File: config.mk
export PLATFORM = sky130hd
export DESIGN_NAME = dbtc_top
export DESIGN_NICKNAME = d
export VERILOG_FILES = /design/src/dbtc_pkg.sv /design/src/dbtc_top.sv
export SDC_FILE = /design/constraint.sdc
export NUM_CORES = 1
export LEC_CHECK = 0
export ABC_AREA = 1
export ABC_CLOCK_PERIOD_IN_PS = 1300
export BUFFER_PORTS_ARGS = -buffer_cell sky130_fd_sc_hd__buf_4
export CAP_MARGIN = 25
export CORE_UTILIZATION = 44
export CTS_CLUSTER_SIZE = 24
export DETAILED_ROUTE_END_ITERATION = 10
export PLACE_DENSITY_LB_ADDON = 0.1
export RECOVER_POWER = 50
export SYNTH_ARGS = -nofsm -noshare
export SYNTH_HDL_FRONTEND = slang
export SYNTH_SLANG_ARGS = --single-unit
File: constraint.sdc
create_clock -name CLK -period 1.3 [get_ports CLK]
set_input_delay 0.13 -clock CLK [delete_from_list [all_inputs] [get_ports CLK]]
set_output_delay 0.13 -clock CLK [all_outputs]
set_load 0.02 [all_outputs]
File: src/dbtc_pkg.sv
// Package: register map, field positions, reset values and carriers of the loop trim config
`default_nettype none
package dbtc_pkg;
  // ==========================================================================
  // Register map
  localparam logic [7:0] DBTC_ADDR_TRIM_LOW  = 8'h3c;
  localparam logic [7:0] DBTC_ADDR_BW_SELECT = 8'h3b;
  // ==========================================================================
  // Field positions and reset values
  localparam int         DBTC_BIT_AUTO_PICK  = 7;
  localparam int         DBTC_BIT_LIM_FREEZE = 3;
  localparam logic [7:0] DBTC_BW_RESET       = 8'hfd;
  localparam logic [7:0] DBTC_TRIM_LOW_RESET = 8'h99;
  localparam logic [7:0] DBTC_RD_UNMAPPED    = 8'h00;
  // ==========================================================================
  // Calibration range: default word is zero offset from the nominal crystal
  localparam int         DBTC_TRIM_PPM_UP    = 514;
  localparam int         DBTC_TRIM_PPM_DOWN  = -771;
  localparam int         DBTC_XTAL_NOM_KHZ   = 12800;
  localparam logic [15:0] DBTC_TRIM_ZERO_PPM = 16'h9999;
  // ==========================================================================
  // Register access request
  typedef struct packed {
    logic [7:0] addr;
    logic       wr;
    logic       rd;
    logic [7:0] wdata;
  } dbtc_req_t;
endpackage
`default_nettype wire

File: src/dbtc_top.sv
// Output-loop bandwidth select, integral limit freeze and crystal trim low byte registers
//
// Behaviour
// RULE1: Auto-pick bit 7 set lets loop state choose acquisition bandwidth; clear forces locked.
// RULE2: Limit freeze bit 3 set holds the integral value at min or max frequency.
// RULE3: While integral is held, the reported loop frequency is frozen too.
// RULE4: An 8-bit read/write register holds calibration value bits 7 to 0.
// RULE5: Low calibration byte resets to 1001 1001.
// RULE6: Low and high bytes join into an unsigned 16-bit trim, +514 to -771 ppm.
// RULE7: Default combined trim means zero offset from 12.800 MHz.
// RULE8: Unused bandwidth register bits ignore writes and read their defaults.
`timescale 1ns/1ps
`default_nettype none
module dbtc_top
#(
  parameter int FREQ_W = 16
)(
  input  wire logic                   CLK,
  input  wire logic                   RST_N,
  input  wire dbtc_pkg::dbtc_req_t    REG_REQ,
  output logic      [7:0]             RD_DATA,
  output logic                        RD_VALID,
  input  wire logic                   LOOP_LOCKED,
  input  wire logic                   INTEG_AT_LIMIT,
  input  wire logic [FREQ_W-1:0]      LOOP_FREQ,
  input  wire logic [7:0]             TRIM_HIGH,
  output logic                        USE_ACQ_BW,
  output logic                        INTEG_HOLD,
  output logic      [FREQ_W-1:0]      REPORTED_FREQ,
  output logic      [15:0]            CAL_VALUE
);
  import dbtc_pkg::*;

  logic              auto_r, auto_nxt;
  logic              frz_r, frz_nxt;
  logic [7:0]        low_r, low_nxt;
  logic [7:0]        rd_r, rd_nxt;
  logic              rv_r, rv_nxt;
  logic              acq_r, acq_nxt;
  logic              hold_r, hold_nxt;
  logic [FREQ_W-1:0] freq_r, freq_nxt;
  logic [15:0]       cal_r, cal_nxt;

  // ==========================================================================
  // Read image: unused bits are constants from the reset pattern
  function automatic logic [7:0] bw_image(input logic a, input logic f);
    logic [7:0] v;
    v = DBTC_BW_RESET;
    v[DBTC_BIT_AUTO_PICK]  = a;
    v[DBTC_BIT_LIM_FREEZE] = f;
    return v;
  endfunction

  // ==========================================================================
  // Register writes and reads
  always_comb
  begin
    auto_nxt = auto_r;
    frz_nxt  = frz_r;
    low_nxt  = low_r;
    rd_nxt   = rd_r;
    rv_nxt   = REG_REQ.rd;
    if (REG_REQ.wr && REG_REQ.addr == DBTC_ADDR_BW_SELECT)
    begin
      auto_nxt = REG_REQ.wdata[DBTC_BIT_AUTO_PICK];  // RULE8
      frz_nxt  = REG_REQ.wdata[DBTC_BIT_LIM_FREEZE];
    end
    if (REG_REQ.wr && REG_REQ.addr == DBTC_ADDR_TRIM_LOW)
      low_nxt = REG_REQ.wdata;  // RULE4
    // Reads show the value before a same-cycle write
    if (REG_REQ.rd)
    begin
      case (REG_REQ.addr)
        DBTC_ADDR_BW_SELECT: rd_nxt = bw_image(auto_r, frz_r);  // RULE8
        DBTC_ADDR_TRIM_LOW:  rd_nxt = low_r;  // RULE4
        default:             rd_nxt = DBTC_RD_UNMAPPED;
      endcase
    end
  end

  // ==========================================================================
  // Loop steering; freezing the report in the same cycle as the hold keeps them aligned
  always_comb
  begin
    acq_nxt  = auto_r & ~LOOP_LOCKED;  // RULE1
    hold_nxt = frz_r & INTEG_AT_LIMIT;  // RULE2
    freq_nxt = hold_nxt ? freq_r : LOOP_FREQ;  // RULE3
    cal_nxt  = {TRIM_HIGH, low_nxt};  // RULE6 RULE7
  end

  // ==========================================================================
  // Register bank flops; reset brings back the power-up defaults
  always_ff @(posedge CLK)
  begin
    if (!RST_N)
    begin
      auto_r <= DBTC_BW_RESET[DBTC_BIT_AUTO_PICK];
      frz_r  <= DBTC_BW_RESET[DBTC_BIT_LIM_FREEZE];
      low_r  <= DBTC_TRIM_LOW_RESET;  // RULE5
      rd_r   <= DBTC_RD_UNMAPPED;
      rv_r   <= 1'b0;
    end
    else
    begin
      auto_r <= auto_nxt;
      frz_r  <= frz_nxt;
      low_r  <= low_nxt;
      rd_r   <= rd_nxt;
      rv_r   <= rv_nxt;
    end
  end

  // ==========================================================================
  // Loop steering flops; the trim word restarts at the zero-offset code
  always_ff @(posedge CLK)
  begin
    if (!RST_N)
    begin
      acq_r  <= 1'b0;
      hold_r <= 1'b0;
      freq_r <= '0;
      cal_r  <= DBTC_TRIM_ZERO_PPM;  // RULE7
    end
    else
    begin
      acq_r  <= acq_nxt;
      hold_r <= hold_nxt;
      freq_r <= freq_nxt;
      cal_r  <= cal_nxt;
    end
  end

  // Outputs straight from flops
  assign RD_DATA       = rd_r;
  assign RD_VALID      = rv_r;
  assign USE_ACQ_BW    = acq_r;
  assign INTEG_HOLD    = hold_r;
  assign REPORTED_FREQ = freq_r;
  assign CAL_VALUE     = cal_r;

  // ==========================================================================
  // Checks
  property p_locked_only;
    @(posedge CLK) disable iff (!RST_N)
      !auto_r |=> !USE_ACQ_BW;
  endproperty
  a_locked_only: assert property (p_locked_only) else $error("acq bw used while auto off"); // RULE1

  property p_acq_unlocked;
    @(posedge CLK) disable iff (!RST_N) (auto_r && !LOOP_LOCKED) |=> USE_ACQ_BW;
  endproperty
  a_acq_unlocked: assert property (p_acq_unlocked) else $error("acq bw missing"); // RULE1

  property p_hold_at_limit;
    @(posedge CLK) disable iff (!RST_N) (frz_r && INTEG_AT_LIMIT) |=> INTEG_HOLD;
  endproperty
  a_hold_at_limit: assert property (p_hold_at_limit) else $error("integral not held"); // RULE2

  property p_no_hold;
    @(posedge CLK) disable iff (!RST_N) !frz_r |=> !INTEG_HOLD;
  endproperty
  a_no_hold: assert property (p_no_hold) else $error("hold without freeze bit"); // RULE2

  property p_freq_frozen;
    @(posedge CLK) disable iff (!RST_N) INTEG_HOLD && $past(RST_N) |-> $stable(REPORTED_FREQ);
  endproperty
  a_freq_frozen: assert property (p_freq_frozen) else $error("report moved while held"); // RULE3

  property p_trim_write;
    @(posedge CLK) disable iff (!RST_N)
      (REG_REQ.wr && REG_REQ.addr == DBTC_ADDR_TRIM_LOW) |=>
        (CAL_VALUE[7:0] == $past(REG_REQ.wdata)) && (CAL_VALUE[15:8] == $past(TRIM_HIGH));
  endproperty
  a_trim_write: assert property (p_trim_write) else $error("trim word wrong"); // RULE4 RULE6

  property p_trim_reset;
    @(posedge CLK) !RST_N |=> (low_r == DBTC_TRIM_LOW_RESET);
  endproperty
  a_trim_reset: assert property (p_trim_reset) else $error("trim low reset wrong"); // RULE5

  property p_bw_unused;
    @(posedge CLK) disable iff (!RST_N)
      (REG_REQ.rd && REG_REQ.addr == DBTC_ADDR_BW_SELECT) |=>
        RD_VALID && (RD_DATA[6:4] == DBTC_BW_RESET[6:4]) && (RD_DATA[2:0] == DBTC_BW_RESET[2:0]);
  endproperty
  a_bw_unused: assert property (p_bw_unused) else $error("unused bits read wrong"); // RULE8

  property p_unmapped;
    @(posedge CLK) disable iff (!RST_N)
      (REG_REQ.rd && REG_REQ.addr != DBTC_ADDR_BW_SELECT && REG_REQ.addr != DBTC_ADDR_TRIM_LOW)
        |=> (RD_DATA == DBTC_RD_UNMAPPED);
  endproperty
  a_unmapped: assert property (p_unmapped) else $error("unmapped read not zero");

  // A bandwidth write lands in both control bits on the next edge
  property p_bw_write;
    @(posedge CLK) disable iff (!RST_N)
      (REG_REQ.wr && REG_REQ.addr == DBTC_ADDR_BW_SELECT) |=>
        (auto_r == $past(REG_REQ.wdata[DBTC_BIT_AUTO_PICK])) &&
        (frz_r == $past(REG_REQ.wdata[DBTC_BIT_LIM_FREEZE]));
  endproperty
  a_bw_write: assert property (p_bw_write) else $error("bandwidth bits not written"); // RULE1 RULE2

  property p_trim_kept;
    @(posedge CLK) disable iff (!RST_N)
      !(REG_REQ.wr && REG_REQ.addr == DBTC_ADDR_TRIM_LOW) |=> $stable(low_r);
  endproperty
  a_trim_kept: assert property (p_trim_kept) else $error("trim low moved without write"); // RULE4

  property p_cal_track;
    @(posedge CLK) disable iff (!RST_N) 1'b1 |=> (CAL_VALUE == {$past(TRIM_HIGH), low_r});
  endproperty
  a_cal_track: assert property (p_cal_track) else $error("trim word not joined"); // RULE6

  // Without a hold the report must follow the live loop with one cycle of lag
  property p_freq_track;
    @(posedge CLK) disable iff (!RST_N)
      !(frz_r && INTEG_AT_LIMIT) |=> (REPORTED_FREQ == $past(LOOP_FREQ));
  endproperty
  a_freq_track: assert property (p_freq_track) else $error("report not tracking"); // RULE2 RULE3

  property p_rd_pulse;
    @(posedge CLK) disable iff (!RST_N) !REG_REQ.rd |=> !RD_VALID;
  endproperty
  a_rd_pulse: assert property (p_rd_pulse) else $error("read valid without read"); // RULE4

  property p_rd_trim;
    @(posedge CLK) disable iff (!RST_N)
      (REG_REQ.rd && REG_REQ.addr == DBTC_ADDR_TRIM_LOW) |=>
        RD_VALID && (RD_DATA == $past(low_r));
  endproperty
  a_rd_trim: assert property (p_rd_trim) else $error("trim low read wrong"); // RULE4

  // ==========================================================================
  // Cover points for the main scenarios
  c_hold: cover property (@(posedge CLK) disable iff (!RST_N) INTEG_HOLD [*3]);
  c_acq: cover property (@(posedge CLK) disable iff (!RST_N) USE_ACQ_BW ##1 !USE_ACQ_BW);
  c_trim: cover property (@(posedge CLK) disable iff (!RST_N)
    (REG_REQ.wr && REG_REQ.addr == DBTC_ADDR_TRIM_LOW) ##1 REG_REQ.rd);
  c_locked_only: cover property (@(posedge CLK) disable iff (!RST_N)
    (!auto_r && !LOOP_LOCKED) ##1 !USE_ACQ_BW);
endmodule
`default_nettype wire

# After elaboration in Yosys (flattened, before gate mapping)
# Index checks and enable logic that the tools add are counted.
[word_totals]
latchBits = 0
regBits = 53
word_cells = 18
mem_bits_ro = 0
ramBits = 0
in_bits = 46
memories = 0
[op_classes]
shifts = 0
n_div = 0
addsub = 0
n_reduce_logical = 2
bitwise = 3
mul = 0
n_eq_ne = 2
mux = 2
order_cmp = 0
[ops]
columns = ["cell", "count"]
rows = [
  ["== test 8 x 6 -> 1 bit (second input constant)", 2],
  ["case mux 8 bit (2 select lines)", 1],
  ["2-to-1 mux 8 bit", 1],
  ["bitwise AND 1 bit", 2],
  ["logical AND 1 bit", 2],
  ["NOT 1 bit", 1],
]

# Logic depth before layout (Yosys ltp)
[depth]
ltp_word = 3
depth_mapped = 8

# Worst setup path before layout
# No wires, ideal clock.
[synth_path]
path_kind = "register to register"
startpoint = "reg frz_r"
endpoint = "reg freq_r[10] (netlist: REPORTED_FREQ[10])"
t_required_ns = 1.235
setup_slack_ns = 0.396
period_less_slack_ns = 0.904
arrival_ns = 0.840
stages_incl_launch_ff = 6
cell_sequence = "dfxtp_1 -> nand2_2 -> inv_1 -> buf_6 -> nor2_1 -> nor2_1"
[synth_via]
elab_chain_cells = 1
[synth_lines]
columns = ["element", "line", "text"]
rows = [
  ["start, declared", "dbtc_top.sv:35", "logic frz_r, frz_nxt;"],
  ["start signal, assigned", "dbtc_top.sv:98", "frz_r <= DBTC_BW_RESET[DBTC_BIT_LIM_FREEZE];"],
  ["start signal, assigned", "dbtc_top.sv:106", "frz_r <= frz_nxt;"],
  ["bitwise AND 1 bit", "dbtc_top.sv:86", "hold_nxt = frz_r & INTEG_AT_LIMIT;"],
  ["end signal, assigned", "dbtc_top.sv:128", "freq_r <= freq_nxt;"],
  ["end, declared", "dbtc_top.sv:41", "logic [FREQ_W-1:0] freq_r, freq_nxt;"],
]
# No other way between the ends.
# A chain may end at the register's enable or synchronous reset.

# Worst setup path in the final report
# Ends and elaborated chain as after synthesis.

==> results.py <==
metrics = {
    "timing": {
        "rsz0062_at_grt": "no",
        "setup_violations": 0,
        "slew_viol_final": 0,
        "fmax_ghz": 0.9511,
        "timing.final.crit_period_ns": 1.051,
        "tns_ns": 0,
        "fin_crit_sh_pct": 80.88,
        "hold_viol_final": 0,
        "tightest_slew_ns": 0.4288,
        "maxSlewHeadroom_pct": 71.42,
        "fin_skew_ns": 0.005778,
    },
    "hold_path": {
        "hold_path_depth": 2,
        "hold_start": "TRIM_HIGH[7]",
        "hold_path_end": "CAL_VALUE[15]",
        "hp-class": "input pin to register",
    },
    "pwr": {
        "p_leak_nw": 1.246,
        "power_mw": 2.753,
        "power.density_nw_per_um2": 1134,
        "ir_worst_vdd_mv": 0.6438,
    },
    "detailed_routing": {
        "drt-met1-wl_um": 1754,
        "drt_iter0_markers": 81,
        "topRoutingLayerUsed": "met4",
        "wl_met2_um": 1848,
        "routed-wl-met3_um": 281,
        "wl_um": 3948,
        "vias_per_cell": 4.480,
        "wl_per_cell_um": 10.64,
        "vias": 1662,
        "postRouteAntennaNets": 0,
        "firstDrtPassIters": 4,
        "post-route-drc-count": 0,
    },
    "setup_path": {
        "ff2ff_setup_slack_ns": 0.25,
        "reg2reg_to": "REPORTED_FREQ[10]",
        "critPathArrivalTime_ns": 1.28,
        "crit_required_ns": 1.53,
        "reg2reg_from": "frz_r",
        "end_kind": "register",
        "path_class": "register to register",
        "reg2regPathDepth": 5,
        "critPathMaxFanout": 16,
        "startpoint_type": "register",
    },
    "clock_tree": {
        "post_cts_buffers": 0,
        "cts_tree": "done",
        "clk_pin_slew_worst_paths_ns": 0.09,
        "numCtsBuffers": 5,
        "clock_sinks": 45,
        "cts-root-buf": "clkbuf_8",
        "htree_levels": 2,
        "clock_path_buffers": 2,
        "worstSkewPairLatency_ns": 0.30,
    },
    "global_route": {
        "grt_pass1_vias": 1525,
        "grt_pass1_wl_um": 6437,
        "grt_max_degree": 32,
        "overflow": 0,
        "antenna_found_initial": 0,
        "grtUsageTotal_pct": 20.34,
    },
    "placement": {
        "gp_congestion": 0.7548,
        "dp_hpwl_um": 2924,
        "io_buffers": 88,
        "placedCellCount": 362,
    },
    "floorplan": {
        "die_x_um": 64.14,
        "pin_count": 89,
        "initial_core_util_pct": 46.07,
        "die_h_um": 64.14,
        "rows": 22,
        "core_um2": 3689,
        "dieArea_um2": 4114,
    },
    "yosys": {
        "avgSynthCellArea_um2": 7.388,
        "syn_area_um2": 1699,
        "ys_ff_latch": 45,
        "yosys_warnings": 0,
        "syn_inst": 230,
        "yosysUniqueCellTypes": 15,
        "yosysSeqAreaShare_pct": 53.02,
        "syn_nets": 276,
    },
    "flow_run": {
        "cap_violations": 0,
    },
    "final_layout": {
        "nets": 368,
        "n_antenna_cell": 0,
        "area_growth_syn_to_layout_pct": 42.86,
        "fin_util_pct": 65.81,
        "drive_above_1_share_pct": 28.48,
        "fillCellCount": 381,
        "instances_no_fill": 371,
    },
    "status": {
        "outcome": "complete, no violations",
    },
}
-- worst max-delay path by stage --
stage | from | end | slack (ns) | cells after the start
finish | frz_r | REPORTED_FREQ[10] | 0.25 | 5
global route | frz_r | REPORTED_FREQ[4] | 0.12 | 4
floorplan | frz_r | REPORTED_FREQ[10] | 0.40 | 5
detailed placement | REG_REQ[16] | auto_r | 0.25 | 9
global placement | REG_REQ[16] | frz_r | 0.26 | 9
CTS | frz_r | REPORTED_FREQ[10] | 0.23 | 5
-- through the flow --
stage	hold slack [ns]	setup slack (ns)	cell area, µm²
after global routing	0.005517	0.1211	2427
after global placement	0.2869	0.2578	2402
after detailed placement	0.2895	0.2495	2402
final	0.01327	0.2486	2427
after floorplan	0.2016	0.3957	1699
after CTS	0.006017	0.2279	2502
-- cell usage in the layout (no fill, tap or decap), types with 4 or more instances in the layout --
master and n:
inv_1 30, clkbuf_1 18, clkbuf_8 5, dfxtp_1 45
nand3_1 16, nand2_1 45, a21oi_1 5, nor2_1 49
or2_2 4, buf_4 73, o21ai_0 22
-- layout make-up --
cell class | instances | area [µm²] | share of cell area (%)
multi-input cells | 146 | 626.9 | 25.82
repair buffers | 93 | 633.1 | 26.08
clock buffers | 5 | 68.82 | 2.835
clock inverters | 3 | 21.27 | 0.8763
well taps | 48 | 60.06 | 2.474
inverters | 31 | 116.4 | 4.794
flip-flops and latches | 45 | 900.9 | 37.11
-- logic make-up after synthesis --
logic type / Yosys count / synth area share, %
AO/OA/AOI/OAI: 28 / 8.468
buffers and inverters: 39 / 9.646
AND/OR/NAND/NOR: 118 / 28.87
flip-flops: 45 / 53.02
-- critical path, cell delays in order, from the launching register on --
cell	delay, ns
dfxtp_1	0.37
nand2_2	0.16
inv_1	0.09
buf_4	0.21
nor2_1	0.06
nor2_1	0.10
-- cells in the mapped netlist --
library cell | n | share of area, %
nor2_1 | 47 | 10
dfxtp_1 | 45 | 53
nand2_1 | 44 | 9.7
inv_1 | 29 | 6.4
o21ai_0 | 22 | 6.5
nand3_1 | 16 | 4.7
a21oi_1 | 5 | 1.5
clkbuf_1 | 4 | 0.88
nor2_2 | 4 | 1.5
or2_2 | 4 | 1.5
nand2_2 | 3 | 1.1
buf_2 | 2 | 0.59
buf_6 | 2 | 1.3
inv_2 | 2 | 0.44
a21oi_2 | 1 | 0.52
-- flip-flops by register name, summed over array words and instances, names as in the netlist --
register       flops
frz_r              1
RD_DATA            8
CAL_VALUE          9
low_r              7
RD_VALID           1
auto_r             1
INTEG_HOLD         1
REPORTED_FREQ     16
USE_ACQ_BW         1
-- timing repair --
item / in CTS / in global routing
hold buffers: 1 / 0
endpoints found under the hold margin: 1 / 0
gates resized for setup: 0 / 0
-- power breakdown --
part,leakage [nW],switching (mW),internal [mW]
Clock,0.0445,0.479,0.381
Sequential,0.372,0.0283,1.44
Combinational,0.830,0.226,0.194
Total,1.25,0.733,2.02
-- per-layer routing --
metal	global-route usage, %	up-vias
li1	-	886
met4	8.889	0
met3	5.000	7
met1	23.44	708
met5	0	-
met2	35.51	61
No activity file was read; power rests on OpenSTA's default activity.
